File: src/design/pfs_pkg.sv
// package for the pin-two function select block
// assumes a 32-bit AXI4-Lite register bus and a single 125 MHz clock
package pfs_pkg;
    // ------------------------------------------------------------------
    // register map
    // ------------------------------------------------------------------
    localparam logic [7:0] PIN2_CONFIGURATION_IDX = 8'h0D;
    localparam logic [11:0] PIN2_CONFIGURATION_ADDR = 12'h034;
    localparam logic [11:0] IRQ_STATUS_ADDR = 12'h040;
    localparam logic [11:0] IRQ_MASK_ADDR = 12'h044;
    localparam logic [11:0] PIN_STATE_ADDR = 12'h048;
    localparam logic [7:0] PIN2_CONFIGURATION_RESET = 8'h00;
    localparam logic [1:0] IRQ_MASK_RESET = 2'h0;
    // ------------------------------------------------------------------
    // field positions
    // ------------------------------------------------------------------
    localparam int DRIVE_MSB = 7;
    localparam int DRIVE_LSB = 6;
    localparam int PULLUP_BIT = 5;
    localparam int SELECT_MSB = 4;
    localparam int IRQ_EDGE_BIT = 0;
    localparam int IRQ_RETX_BIT = 1;
    localparam int PULLUP_KOHM = 200;
    // ------------------------------------------------------------------
    // function selector codes
    // ------------------------------------------------------------------
    localparam logic [4:0] SEL_MCU_CLOCK = 5'h00;
    localparam logic [4:0] SEL_WAKEUP_TIMER = 5'h01;
    localparam logic [4:0] SEL_BATTERY_LOW = 5'h02;
    localparam logic [4:0] SEL_DIRECT_IN = 5'h03;
    localparam logic [4:0] SEL_IRQ_FALL = 5'h04;
    localparam logic [4:0] SEL_IRQ_RISE = 5'h05;
    localparam logic [4:0] SEL_IRQ_CHANGE = 5'h06;
    localparam logic [4:0] SEL_ADC_IN = 5'h07;
    localparam logic [4:0] SEL_DIRECT_OUT = 5'h0A;
    localparam logic [4:0] SEL_RX_CLOCK = 5'h0F;
    localparam logic [4:0] SEL_RETX_REQ = 5'h11;
    localparam logic [4:0] SEL_RX_DATA = 5'h14;
    localparam logic [4:0] SEL_RX_STATE = 5'h15;
    localparam logic [4:0] SEL_FIFO_AFULL = 5'h16;
    localparam logic [4:0] SEL_ANT1 = 5'h17;
    localparam logic [4:0] SEL_ANT2 = 5'h18;
    localparam logic [4:0] SEL_PRE_VALID = 5'h19;
    localparam logic [4:0] SEL_PRE_INVALID = 5'h1A;
    localparam logic [4:0] SEL_SYNC = 5'h1B;
    localparam logic [4:0] SEL_CCA = 5'h1C;
    localparam logic [4:0] SEL_HIGH = 5'h1D;
    localparam logic [1:0] AXI_OKAY = 2'h0;
    localparam logic [1:0] AXI_SLVERR = 2'h2;
endpackage

File: src/design/pfs_cfg_if.sv
// interface carrying the pin configuration from the bus slave to the pin mux
// assumes both ends run on the same clock
`timescale 1ns/100ps
interface pfs_cfg_if;
    logic [7:0] cfg;
    logic       pin_in;
    logic       edge_evt;
    logic       retx_evt;
    logic       pin_out;
    logic       pin_oe;
    logic       pullup_on;
    logic       adc_sel;
    logic       din;
    modport slave (output cfg, pin_in, input edge_evt, retx_evt, pin_out, pin_oe,
                   pullup_on, adc_sel, din);
    modport mux (input cfg, pin_in, output edge_evt, retx_evt, pin_out, pin_oe,
                 pullup_on, adc_sel, din);
endinterface

File: src/design/pfs_pin_mux.sv
// pin-two function mux: routes internal sources to the pin or samples it
// assumes all sources are synchronous to clk
`timescale 1ns/100ps
module pfs_pin_mux (
    input  wire logic clk,          // system clock
    input  wire logic resetn,       // async reset, active low
    input  wire logic [14:0] src,   // internal output sources
    pfs_cfg_if.mux    cif           // configuration and pin signals
);
    logic [4:0] sel;
    logic       prev_in;
    logic       next_out;
    logic       next_oe;
    logic       next_evt;
    logic       is_input;
    assign sel = cif.cfg[pfs_pkg::SELECT_MSB:0];
    // ------------------------------------------------------------------
    // output selection
    // ------------------------------------------------------------------
    always_comb begin
        next_out = 1'b0;
        next_oe = 1'b1;
        is_input = 1'b0;
        case (sel)
            pfs_pkg::SEL_MCU_CLOCK: next_out = src[0];
            pfs_pkg::SEL_WAKEUP_TIMER: next_out = src[1];
            pfs_pkg::SEL_BATTERY_LOW: next_out = src[2];
            pfs_pkg::SEL_DIRECT_OUT: next_out = src[3];
            pfs_pkg::SEL_RX_CLOCK: next_out = src[4];
            pfs_pkg::SEL_RX_DATA: next_out = src[5];
            pfs_pkg::SEL_RX_STATE: next_out = src[6];
            pfs_pkg::SEL_FIFO_AFULL: next_out = src[7];
            pfs_pkg::SEL_ANT1: next_out = src[8];
            pfs_pkg::SEL_ANT2: next_out = src[9];
            pfs_pkg::SEL_PRE_VALID: next_out = src[10];
            pfs_pkg::SEL_SYNC: next_out = src[11];
            pfs_pkg::SEL_PRE_INVALID: next_out = src[12];
            pfs_pkg::SEL_CCA: next_out = src[13];
            pfs_pkg::SEL_HIGH: next_out = 1'b1;
            pfs_pkg::SEL_DIRECT_IN, pfs_pkg::SEL_IRQ_FALL, pfs_pkg::SEL_IRQ_RISE,
            pfs_pkg::SEL_IRQ_CHANGE, pfs_pkg::SEL_RETX_REQ: begin
                next_oe = 1'b0;
                is_input = 1'b1;
            end
            pfs_pkg::SEL_ADC_IN: next_oe = 1'b0;
            default: next_out = 1'b0;
        endcase
    end
    // ------------------------------------------------------------------
    // edge detection for the external interrupt modes
    // ------------------------------------------------------------------
    always_comb begin
        case (sel)
            pfs_pkg::SEL_IRQ_FALL: next_evt = prev_in & ~cif.pin_in;
            pfs_pkg::SEL_IRQ_RISE: next_evt = ~prev_in & cif.pin_in;
            pfs_pkg::SEL_IRQ_CHANGE: next_evt = prev_in ^ cif.pin_in;
            default: next_evt = 1'b0;
        endcase
    end
    always_ff @(posedge clk or negedge resetn) begin
        if (!resetn) begin
            prev_in <= 1'b0;
            cif.pin_out <= 1'b0;
            cif.pin_oe <= 1'b0;
            cif.pullup_on <= 1'b0;
            cif.adc_sel <= 1'b0;
            cif.din <= 1'b0;
            cif.edge_evt <= 1'b0;
            cif.retx_evt <= 1'b0;
        end else begin
            prev_in <= cif.pin_in;
            cif.pin_out <= next_out;
            cif.pin_oe <= next_oe;
            cif.pullup_on <= is_input & cif.cfg[pfs_pkg::PULLUP_BIT];
            cif.adc_sel <= (sel == pfs_pkg::SEL_ADC_IN);
            cif.din <= is_input & cif.pin_in;
            cif.edge_evt <= next_evt;
            cif.retx_evt <= (sel == pfs_pkg::SEL_RETX_REQ) & ~prev_in & cif.pin_in;
        end
    end
endmodule // pfs_pin_mux

File: src/design/pfs_top.sv
// top of the pin-two function select block with its AXI4-Lite register slave
// assumes AXI4-Lite master on the same clock and internal sources synchronous
// Notes on behaviour
// - bits 7:6 hold drive strength, read/write
// - bit 5 is pull-up enable, read/write
// - pull-up only when pin is digital input
// - bits 4:0 select; 00000 outputs controller clock
// - 00001 outputs wake-up timer expired status
// - 00010 outputs battery-low status
// - 00011 pin is sampled digital input
// - 00100/00101/00110 interrupt on fall/rise/change
// - 00111 routes pin to converter input
// - 01010 drives direct digital output source
// - 01111 outputs recovered receive data clock
// - 10001 accepts external retransmission request
// - 11001 valid preamble, 11011 sync detected
// - 10100/10101/10110 rx data, state, fifo almost full
// - 10111/11000 antenna switch one and two
// - 11010 invalid preamble, 11100 channel assessment
//
// Decided for this implementation: the AXI4-Lite slave port.
`timescale 1ns/100ps
module pfs_top (
    input  wire logic        clk,             // 125 MHz clock
    input  wire logic        resetn,          // async reset, active low
    input  wire logic [11:0] s_axi_awaddr,    // write address
    input  wire logic        s_axi_awvalid,   // write address valid
    output logic             s_axi_awready,   // write address ready
    input  wire logic [31:0] s_axi_wdata,     // write data
    input  wire logic [3:0]  s_axi_wstrb,     // write strobes
    input  wire logic        s_axi_wvalid,    // write data valid
    output logic             s_axi_wready,    // write data ready
    output logic [1:0]       s_axi_bresp,     // write response
    output logic             s_axi_bvalid,    // write response valid
    input  wire logic        s_axi_bready,    // write response ready
    input  wire logic [11:0] s_axi_araddr,    // read address
    input  wire logic        s_axi_arvalid,   // read address valid
    output logic             s_axi_arready,   // read address ready
    output logic [31:0]      s_axi_rdata,     // read data
    output logic [1:0]       s_axi_rresp,     // read response
    output logic             s_axi_rvalid,    // read data valid
    input  wire logic        s_axi_rready,    // read data ready
    input  wire logic [14:0] src,             // internal sources, see handover
    input  wire logic        pin_i,           // pin level in
    output logic             pin_o,           // pin level out
    output logic             pin_oe,          // pin output enable
    output logic             pin_pullup_en,   // connect the pull-up
    output logic [1:0]       pin_drive,       // drive strength to pad
    output logic             adc_input_sel,   // pin routed to converter
    output logic             direct_in,       // sampled direct input
    output logic             irq              // level interrupt
);
    pfs_cfg_if cif ();
    logic [7:0]  cfg;
    logic [7:0]  next_cfg;
    logic [1:0]  irq_status;
    logic [1:0]  next_status;
    logic [1:0]  irq_mask;
    logic [1:0]  next_mask;
    logic        aw_held;
    logic        w_held;
    logic [11:0] aw_addr;
    logic [31:0] w_data;
    logic [3:0]  w_strb;
    logic        next_aw_held;
    logic        next_w_held;
    logic        do_write;
    logic        next_bvalid;
    logic [1:0]  next_bresp;
    logic        next_rvalid;
    logic [31:0] next_rdata;
    logic [1:0]  next_rresp;
    logic [1:0]  w1c;
    logic        wr_hit;

    assign cif.cfg = cfg;
    assign cif.pin_in = pin_i;

    pfs_pin_mux u_mux (
        .clk    (clk),
        .resetn (resetn),
        .src    (src),
        .cif    (cif.mux)
    );
    // ------------------------------------------------------------------
    // write channel: address and data taken in either order
    // ------------------------------------------------------------------
    always_comb begin
        next_aw_held = aw_held | (s_axi_awvalid & s_axi_awready);
        next_w_held = w_held | (s_axi_wvalid & s_axi_wready);
        do_write = next_aw_held & next_w_held & ~s_axi_bvalid;
        if (do_write) begin
            next_aw_held = 1'b0;
            next_w_held = 1'b0;
        end
        next_bvalid = s_axi_bvalid & ~s_axi_bready;
        next_bresp = s_axi_bresp;
        if (do_write) begin
            next_bvalid = 1'b1;
            next_bresp = pfs_pkg::AXI_OKAY;
        end
    end
    logic [11:0] wa;
    logic [31:0] wd;
    logic [3:0]  ws;
    always_comb begin
        wa = aw_held ? aw_addr : s_axi_awaddr;
        wd = w_held ? w_data : s_axi_wdata;
        ws = w_held ? w_strb : s_axi_wstrb;
        wr_hit = do_write & ws[0];
        next_cfg = cfg;
        next_mask = irq_mask;
        w1c = 2'h0;
        if (wr_hit) begin
            case (wa)
                pfs_pkg::PIN2_CONFIGURATION_ADDR: next_cfg = wd[7:0];
                pfs_pkg::IRQ_MASK_ADDR: next_mask = wd[1:0];
                pfs_pkg::IRQ_STATUS_ADDR: w1c = wd[1:0];
                default: next_cfg = cfg;
            endcase
        end
        // hardware set wins over a same-cycle software clear
        next_status = (irq_status & ~w1c);
        next_status[pfs_pkg::IRQ_EDGE_BIT] = next_status[pfs_pkg::IRQ_EDGE_BIT] | cif.edge_evt;
        next_status[pfs_pkg::IRQ_RETX_BIT] = next_status[pfs_pkg::IRQ_RETX_BIT] | cif.retx_evt;
    end
    // ------------------------------------------------------------------
    // read channel
    // ------------------------------------------------------------------
    always_comb begin
        next_rvalid = s_axi_rvalid & ~s_axi_rready;
        next_rdata = s_axi_rdata;
        next_rresp = s_axi_rresp;
        if (s_axi_arvalid & s_axi_arready) begin
            next_rvalid = 1'b1;
            next_rresp = pfs_pkg::AXI_OKAY;
            case (s_axi_araddr)
                pfs_pkg::PIN2_CONFIGURATION_ADDR: next_rdata = {24'h000000, cfg};
                pfs_pkg::IRQ_STATUS_ADDR: next_rdata = {30'h00000000, irq_status};
                pfs_pkg::IRQ_MASK_ADDR: next_rdata = {30'h00000000, irq_mask};
                pfs_pkg::PIN_STATE_ADDR: next_rdata = {29'h00000000, cif.din, cif.pin_oe,
                                                       cif.pin_out};
                default: begin
                    next_rdata = 32'h00000000;
                    next_rresp = pfs_pkg::AXI_SLVERR;
                end
            endcase
        end
    end
    always_ff @(posedge clk or negedge resetn) begin
        if (!resetn) begin
            cfg <= pfs_pkg::PIN2_CONFIGURATION_RESET;
            irq_status <= 2'h0;
            irq_mask <= pfs_pkg::IRQ_MASK_RESET;
            aw_held <= 1'b0;
            w_held <= 1'b0;
            aw_addr <= 12'h000;
            w_data <= 32'h00000000;
            w_strb <= 4'h0;
            s_axi_awready <= 1'b0;
            s_axi_wready <= 1'b0;
            s_axi_arready <= 1'b0;
            s_axi_bvalid <= 1'b0;
            s_axi_bresp <= 2'h0;
            s_axi_rvalid <= 1'b0;
            s_axi_rdata <= 32'h00000000;
            s_axi_rresp <= 2'h0;
            pin_o <= 1'b0;
            pin_oe <= 1'b0;
            pin_pullup_en <= 1'b0;
            pin_drive <= 2'h0;
            adc_input_sel <= 1'b0;
            direct_in <= 1'b0;
            irq <= 1'b0;
        end else begin
            cfg <= next_cfg;
            irq_status <= next_status;
            irq_mask <= next_mask;
            aw_held <= next_aw_held;
            w_held <= next_w_held;
            if (s_axi_awvalid & s_axi_awready) aw_addr <= s_axi_awaddr;
            if (s_axi_wvalid & s_axi_wready) begin
                w_data <= s_axi_wdata;
                w_strb <= s_axi_wstrb;
            end
            s_axi_awready <= ~next_aw_held & ~(s_axi_awvalid & s_axi_awready);
            s_axi_wready <= ~next_w_held & ~(s_axi_wvalid & s_axi_wready);
            s_axi_arready <= ~next_rvalid & ~(s_axi_arvalid & s_axi_arready);
            s_axi_bvalid <= next_bvalid;
            s_axi_bresp <= next_bresp;
            s_axi_rvalid <= next_rvalid;
            s_axi_rdata <= next_rdata;
            s_axi_rresp <= next_rresp;
            pin_o <= cif.pin_out;
            pin_oe <= cif.pin_oe;
            pin_pullup_en <= cif.pullup_on;
            pin_drive <= cfg[pfs_pkg::DRIVE_MSB:pfs_pkg::DRIVE_LSB];
            adc_input_sel <= cif.adc_sel;
            direct_in <= cif.din;
            irq <= |(next_status & irq_mask);
        end
    end
    // ------------------------------------------------------------------
    // assertions
    // ------------------------------------------------------------------
    property p_pullup_only_input;
        @(posedge clk) disable iff (!resetn)
        pin_pullup_en |-> !pin_oe && !adc_input_sel;
    endproperty
    a_pullup_only_input: assert property (p_pullup_only_input)
        else $error("pull-up on while pin not a digital input");
    property p_drive_follows;
        @(posedge clk) disable iff (!resetn)
        $changed(cfg[7:6]) |=> pin_drive == $past(cfg[7:6]);
    endproperty
    a_drive_follows: assert property (p_drive_follows)
        else $error("drive strength not passed to pad");
    property p_mcu_clock;
        @(posedge clk) disable iff (!resetn)
        (resetn && cfg[4:0] == 5'h00) [*3] |-> pin_o == $past(src[0], 2) && pin_oe;
    endproperty
    a_mcu_clock: assert property (p_mcu_clock)
        else $error("controller clock not on pin");
    property p_wakeup;
        @(posedge clk) disable iff (!resetn)
        (cfg[4:0] == 5'h01) [*3] |-> pin_o == $past(src[1], 2);
    endproperty
    a_wakeup: assert property (p_wakeup)
        else $error("wake-up timer status not on pin");
    property p_battery;
        @(posedge clk) disable iff (!resetn)
        (cfg[4:0] == 5'h02) [*3] |-> pin_o == $past(src[2], 2);
    endproperty
    a_battery: assert property (p_battery)
        else $error("battery status not on pin");
    property p_input_released;
        @(posedge clk) disable iff (!resetn)
        (cfg[4:0] == 5'h03 || cfg[4:0] == 5'h07) [*3] |-> !pin_oe;
    endproperty
    a_input_released: assert property (p_input_released)
        else $error("pin driven while an input");
    property p_rise_irq;
        @(posedge clk) disable iff (!resetn)
        (cfg[4:0] == 5'h05) && !pin_i ##1 pin_i && cfg[4:0] == 5'h05 |-> ##2 irq_status[0];
    endproperty
    a_rise_irq: assert property (p_rise_irq)
        else $error("rising edge did not set status");
    property p_high_code;
        @(posedge clk) disable iff (!resetn)
        (cfg[4:0] == 5'h1D) [*3] |-> pin_o && pin_oe;
    endproperty
    a_high_code: assert property (p_high_code)
        else $error("code after assessment not high");
    property p_low_default;
        @(posedge clk) disable iff (!resetn)
        (cfg[4:0] == 5'h1E) [*3] |-> !pin_o && pin_oe;
    endproperty
    a_low_default: assert property (p_low_default)
        else $error("unlisted code not low");
    c_write: cover property (@(posedge clk) disable iff (!resetn) s_axi_bvalid && s_axi_bready);
    c_irq: cover property (@(posedge clk) disable iff (!resetn) irq);
    c_input: cover property (@(posedge clk) disable iff (!resetn) pin_pullup_en);
endmodule // pfs_top

File: config.mk
export PLATFORM = sky130hd
export DESIGN_NAME = pfs_top
export DESIGN_NICKNAME = d
export VERILOG_FILES = /design/src/design/pfs_pkg.sv /design/src/design/pfs_cfg_if.sv /design/src/design/pfs_pin_mux.sv /design/src/design/pfs_top.sv
export SDC_FILE = /design/constraint.sdc
export NUM_CORES = 1
export LEC_CHECK = 0
export ABC_AREA = 1
export BUFFER_PORTS_ARGS = -buffer_cell sky130_fd_sc_hd__buf_2
export CORE_MARGIN = 1.5
export CORE_UTILIZATION = 50
export DETAILED_ROUTE_END_ITERATION = 8
export GPL_TIMING_DRIVEN = 0
export PLACE_DENSITY = 0.8
export SYNTH_ARGS = -nofsm -noshare
export SYNTH_HDL_FRONTEND = slang
export SYNTH_SLANG_ARGS = --single-unit
File: constraint.sdc
create_clock -name clk -period 3.6 [get_ports clk]
set_input_delay 0.18 -clock clk [delete_from_list [all_inputs] [get_ports clk]]
set_output_delay 0.18 -clock clk [all_outputs]
set_load 0.01 [all_outputs]
==> results of run 1 <==
[registers in the layout (all words and copies together) (netlist names), 2 cells and up]
name and cells:
pin_drive 2, w_data 8, s_axi_rdata 8, irq_mask 2
irq_status 2, cfg 8, aw_addr 12
[final cells by class]
class                      count  area [sq um]  share of cell area [%]
clock inverter                 7         46.29                   1.136
sequential                    65          1627                   39.93
tap                           77         96.34                   2.365
clock buffer                   9         123.9                   3.041
inverter                      44         172.7                   4.238
multi-input combinational    267          1356                   33.29
buffer                        35         249.0                   6.112
timing repair buffer          78         402.9                   9.889
[cells by family (layout without fill, tap and decap cells)]
family          count (synthesis)  in the layout  share of synthesized area [%]
flops                          65             65                          49.19
simple gates                  174            174                          24.48
other cells                     1             27                         0.1134
buf+inv                        79            173                          12.75
fa+ha+maj                       2              2                         0.7566
compound gates                 56             56                          9.989
mux                             8              8                          2.724
[metal layers]
layer / share of wire [%] / up-vias
met5: 0 / -
met4: 2.5 / 0
met3: 6.7 / 20
met2: 48 / 105
met1: 43 / 1237
li1: - / 1418
[placed cells by master (no fill, tap or decap), types with 2 or more instances in the layout]
cell            n
clkinvlp_4      3
nand4_1         6
dlygate4sd3_1   2
nand3b_1        2
buf_4          28
nor2_1         26
clkinv_2        3
clkbuf_1        5
o31ai_1         3
nor3_1          7
o21ai_0        30
nand2_1        90
buf_6           2
mux2_2          8
nand3_1        21
inv_1          42
nand2_2        10
buf_2          76
conb_1         27
nor2_2          5
a21oi_1        10
clkbuf_8        9
dfrtp_1        65
ha_1            2
o21ai_2         8
[power breakdown]
| group | total, mW | internal, mW | switching (mW) |
|---|---|---|---|
| logic | 0.617 | 0.249 | 0.368 |
| registers | 0.967 | 0.882 | 0.0848 |
| clock network | 0.536 | 0.247 | 0.289 |
[stage by stage]
step	utilization (%)	hold WS, ps	setup WS (ps)
floorplan	-	-115.6	2152
global placement	60.78	336.6	2051
detailed placement	60.82	331.0	2028
CTS	63.79	1.104	2003
global route	63.79	10.39	1894
finish	63.79	13.04	2015
[worst min-delay path by stage]
stage	to	slack, ps	depth (start not counted)
after floorplan	adc_input_sel	-120	0
after global placement	adc_input_sel	340	0
after detailed placement	s_axi_arready	330	1
after CTS	s_axi_bvalid	1	2
after global routing	s_axi_awready	10	2
final	s_axi_bvalid	10	2
[worst register-to-register path: stages, from the launching register on]
cell     delay (ps)
dfrtp_1         380
nand2_2         160
nand2_2         120
nand3_1         130
nor2_2          230
nand3_4         150
buf_6           180
nand2_2          60
o21ai_2          50
==> impl_metrics.csv, run 1 <==
group,metric,value,unit
route,wirelength,6.603,mm
timing,worst_pin_slew,800.1,ps
timing,min_period,1585,ps
power,vdd_drop_max,482.8,uV
timing,setup_tns,0,ps
route,drt_iter0_drc,294,
run_status,status,"finished, final reports clean",
clock_tree,cts_tree,"done",
critical_path,reg2regPathDepth,8,
floorplan,initial_utilization,51.78,%
critical_path,slowest_stage,"dfrtp_1",
global_routing,gr-usage-met1,24.52,%
hold_path,hold_path_class,"input port to register",
timing,worst_clock_skew,5.730,ps
route,via_per_inst,4.777,
clock_tree,clkTransAtPathRegs,70,ps
route,drc,0,
placed_design,gp_congestion,0.8464,
critical_path,startpoint,"s_axi_awready",
clock_tree,clock_latency,340,ps
synthesis,synth_commonest_cells,"nand2_1 (90), dfrtp_1 (65), inv_1 (42)",
timing,min_period_over_period,44.02,%
layout,stdcell_area,4074,sq um
global_routing,grt_pass1_wl,11.28,mm
layout,drive_gt1_share,31.88,%
clock_tree,cts_num_sinks,65,
synthesis,netlist_area,3307,sq um
critical_path,worst-path-stages,8,
clock_tree,ctsResizeCount,0,
route,postRouteAntennaNets,0,
synthesis,ys_warn_count,0,
global_routing,gr-total-overflow,0,
timing,finalSetupViolCount,0,
critical_path,endpoint_kind,"register",
global_routing,track_usage,19.99,%
global_routing,grt_start_max_net_pins,66,
synthesis,netlist_top_cells_area,"dfrtp_1 (49%), nand2_1 (10%), buf_4 (6.1%), inv_1 (4.8%), o21ai_0 (4.5%)",
layout,layoutNonFillerInstCount,582,
critical_path,arrival,1810,ps
hold_path,min-delay-start,"s_axi_bready",
clock_tree,cts_hold_buf,2,
global_routing,grtUsageMet3,5.900,%
layout,nets,585,
layout,area_growth,23.19,%
floorplan,die_h,84.33,um
critical_path,cp.required,3830,ps
synthesis,yosysUniqueCellTypes,35,
critical_path,cpMostUsedCell,"nand2_2",
global_routing,top_usage_layer,"met2",
global_routing,grt_pass1_vias,2604,
critical_path,critPathMaxStageDelay,380,ps
synthesis,netlist.area_leader.share,49.19,%
clock_tree,numCtsBuffers,9,
critical_path,crit_end,"cfg[6]",
route,via_count,2780,
placed_design,port_buffers,76,
clock_tree,root_buffer,"clkbuf_8",
timing,max_freq,631.0,MHz
global_routing,globalRouteMet2Util,32.36,%
critical_path,path_cells,"nand2_2, nand2_2, nand3_1, nor2_2, nand3_4, buf_6, nand2_2, o21ai_2",
timing,final_hold_viol_count,0,
critical_path,start_kind,"register",
critical_path,critPathKind,"register to register",
power,leakagePower,2.198,nW
synthesis,synth_area_per_cell,8.589,sq um
clock_tree,htreeDepth,3,
global_routing,grt_antenna_before_repair,0,
critical_path,crit_buf_inv,1,
synthesis,yosys.area.top_type,"dfrtp_1",
floorplan,dieArea,7111,sq um
job,cap_violations,0,
synthesis,yosysMostFrequentCell,"nand2_1",
synthesis,ys_seq_area_share,49.19,%
synthesis,synth_enable_flop_cells,0,
power,power_density,520.4,nW/um^2
synthesis,synth_cells,385,
route,dr.pass1.iters,4,
synthesis,synth_flop_cell,"dfrtp_1",
clock_tree,postCtsSetupBuffers,0,
critical_path,r2r_slack,2020,ps
route,wl_per_cell,11.35,um
critical_path,r2r-end,"cfg[6]",
clock_tree,clk_path_buf_depth,2,
floorplan,dieWidth,84.33,um
timing,drv_slew,0,
power,power,2.120,mW
timing,rsz0062_at_grt,"no",
floorplan,core_area,6386,sq um
critical_path,crit_fanout,10,
synthesis,async_reset_ff_share,100.0,%
placed_design,post-dp-hpwl,4.924,mm
critical_path,rr_startpoint,"s_axi_awready",
synthesis,ys_ff_latch,65,
floorplan,rows,29,
layout,fillers,595,
timing,relSlewSlack,46.66,%
placed_design,placed_cells_incl_taps,564,
floorplan,ios,132,
placed_design,place_area,3884,sq um
layout,insertedDiodeCount,0,
critical_path,crit_family,"simple AND/OR/NAND/NOR gates",
No activity file was read; power rests on OpenSTA's default activity.
==> run 2: changes to the inputs <==
--- a/config.mk
+++ b/config.mk
@@ -8,10 +8,10 @@
 export ABC_AREA = 1
 export BUFFER_PORTS_ARGS = -buffer_cell sky130_fd_sc_hd__buf_2
 export CORE_MARGIN = 1.5
-export CORE_UTILIZATION = 50
+export CORE_UTILIZATION = 44
 export DETAILED_ROUTE_END_ITERATION = 8
 export GPL_TIMING_DRIVEN = 0
-export PLACE_DENSITY = 0.8
+export PLACE_DENSITY = 0.75
 export SYNTH_ARGS = -nofsm -noshare
 export SYNTH_HDL_FRONTEND = slang
 export SYNTH_SLANG_ARGS = --single-unit
==> constraint.sdc (replaced) <==
create_clock -name clk -period 1.3 [get_ports clk]
set_input_delay 0.065 -clock clk [delete_from_list [all_inputs] [get_ports clk]]
set_output_delay 0.065 -clock clk [all_outputs]
set_load 0.01 [all_outputs]
==> run 2 against run 1 <==
The flow now finishes with violations (negative setup slack). Power increased to 2.9 times the previous value. First-iteration DRC count shrank 62%. Cell count rose by 6.5%. Wire length up 5.3%. Critical path depth grew 2. Die area increased by 13%. Global-route usage shrank 1.9 points. Largest power group unchanged.
==> impl_metrics.csv, run 2 (same netlist as run 1, synthesis figures left out) <==
group,metric,value,unit
run_status,status,"finished, violations left",
run_status,violations,"negative setup slack",
layout,insertedDiodeCount,0,
critical_path,start_kind,"register",
critical_path,slowest_stage,"dfrtp_1",
critical_path,critPathKind,"register to register",
floorplan,die_h,89.70,um
floorplan,rows,31,
power,leakagePower,2.299,nW
placed_design,gp_congestion,0.8730,
clock_tree,cts_num_sinks,65,
layout,drive_gt1_share,33.01,%
timing,finalSetupViolCount,15,
power,vdd_drop_max,1149,uV
global_routing,grt_pass1_vias,2530,
critical_path,cp.required,1520,ps
route,via_per_inst,4.568,
route,wirelength,6.951,mm
route,wl_per_cell,11.21,um
timing,min_period_over_period,117.9,%
layout,max_flop_register,"aw_addr",
power,power_density,1397,nW/um^2
floorplan,core_area,7253,sq um
placed_design,place_area,3965,sq um
floorplan,initial_utilization,45.59,%
critical_path,crit_fanout,10,
clock_tree,clkTransAtPathRegs,70,ps
floorplan,dieArea,8045,sq um
floorplan,dieWidth,89.70,um
layout,stdcell_area,4373,sq um
route,drt_iter0_drc,112,
timing,rsz0062_at_grt,"yes",
timing,drv_slew,0,
layout,nets,602,
placed_design,post-dp-hpwl,5.125,mm
timing,setup_tns,-2273,ps
timing,final_hold_viol_count,0,
layout,area_growth,32.24,%
critical_path,crit_family,"simple AND/OR/NAND/NOR gates",
layout,largest_reg_flops,12,
global_routing,grt_antenna_before_repair,0,
critical_path,crit_buf_inv,3,
clock_tree,numCtsBuffers,9,
timing,relSlewSlack,61.93,%
timing,holdWs,10.30,ps
route,via_count,2832,
timing,worst_pin_slew,571.1,ps
global_routing,grt_pass1_wl,11.01,mm
critical_path,endpoint_kind,"register",
job,cap_violations,0,
critical_path,cpMostUsedCell,"nand2_2",
layout,fillers,651,
critical_path,critPathMaxStageDelay,370,ps
clock_tree,htreeDepth,3,
clock_tree,clock_latency,330,ps
critical_path,path_cells,"buf_6, inv_8, nand2_2, a21oi_2, nand3_2, nor2_4, nand3_4, buf_8, nand2_2, o21ai_2",
timing,min_period,1532,ps
route,drc,0,
clock_tree,cts_tree,"done",
hold_path,hold_path_class,"input port to register",
timing,final.setup.worst_slack,-232.4,ps
clock_tree,root_buffer,"clkbuf_8",
route,postRouteAntennaNets,0,
global_routing,grt_start_max_net_pins,43,
timing,max_freq,652.6,MHz
route,dr.pass1.iters,7,
global_routing,track_usage,18.08,%
floorplan,ios,132,
critical_path,r2r_slack,-230,ps
layout,final_common_cell,"nand2_1",
clock_tree,clk_path_buf_depth,2,
critical_path,arrival,1750,ps
timing,worst_clock_skew,7.852,ps
layout,most-common-layout-cells,"nand2_1 (88), buf_2 (76), dfrtp_1 (65)",
placed_design,port_buffers,76,
global_routing,gr-total-overflow,0,
[run 2: metrics by stage]
step                worst slack (ps)  util (%)  total power, mW  cells
floorplan                     -130.7         -            4.042    411
global placement              -247.7     54.39            4.439    586
detailed placement            -271.8     54.67            4.526    587
CTS                           -249.2     59.94            6.167    619
global route                  -333.2     60.29            6.548    620
finish                        -232.4     60.29            6.109    620
[run 2: layout make-up]
cell class	instances	area (sq um)	share of cell area (%)
Tap cell	99	123.9	2.833
Clock buffer	11	151.4	3.462
Sequential cell	65	1627	37.20
Buffer	34	251.5	5.751
Multi-Input combinational cell	267	1413	32.30
Inverter	44	177.7	4.063
Clock inverter	4	28.78	0.6581
Timing Repair Buffer	96	600.6	13.73
[run 2: worst min-delay path, stage by stage]
cell and delay, ps:
buf_2 90, inv_1 60, o21ai_0 80
[run 2: path summary, 6_finish.rpt]
path                                  end                start  cells after the start
max in group asynchronous  s_axi_rdata[3]               resetn                      3
min in group asynchronous     aw_addr[10]               resetn                      2
hold / removal                  w_data[7]       s_axi_wdata[7]                      3
setup reg to reg                   cfg[6]              aw_held                     10
setup / recovery                   cfg[6]              aw_held                     10
hold reg to reg             pin_pullup_en  u_mux.cif.pullup_on                      0
[run 2: timing repair]
item                                    CTS  global route
buffers inserted                          0             1
pin swaps                                 1             2
gates resized for setup                  11             2
hold buffers                             18             0
hold endpoints to repair                 39             0
endpoints found under the setup margin   18            17
gates cloned                              0             0
[run 2: where the power goes]
part | leakage (nW) | total (mW) | internal, mW | switching, mW
Clock | 0.0874 | 1.54 | 0.785 | 0.754
Sequential | 0.823 | 2.69 | 2.44 | 0.247
Combinational | 1.39 | 1.88 | 0.761 | 1.12
Total | 2.30 | 6.11 | 3.99 | 2.12
[run 2: metal layers]
layer	routed length, um	vias up	track usage [%]
li1	-	1442	-
met1	3053	1287	21.86
met2	3427	98	30.87
met3	383	5	3.656
met4	87	0	8.671
met5	0	-	0
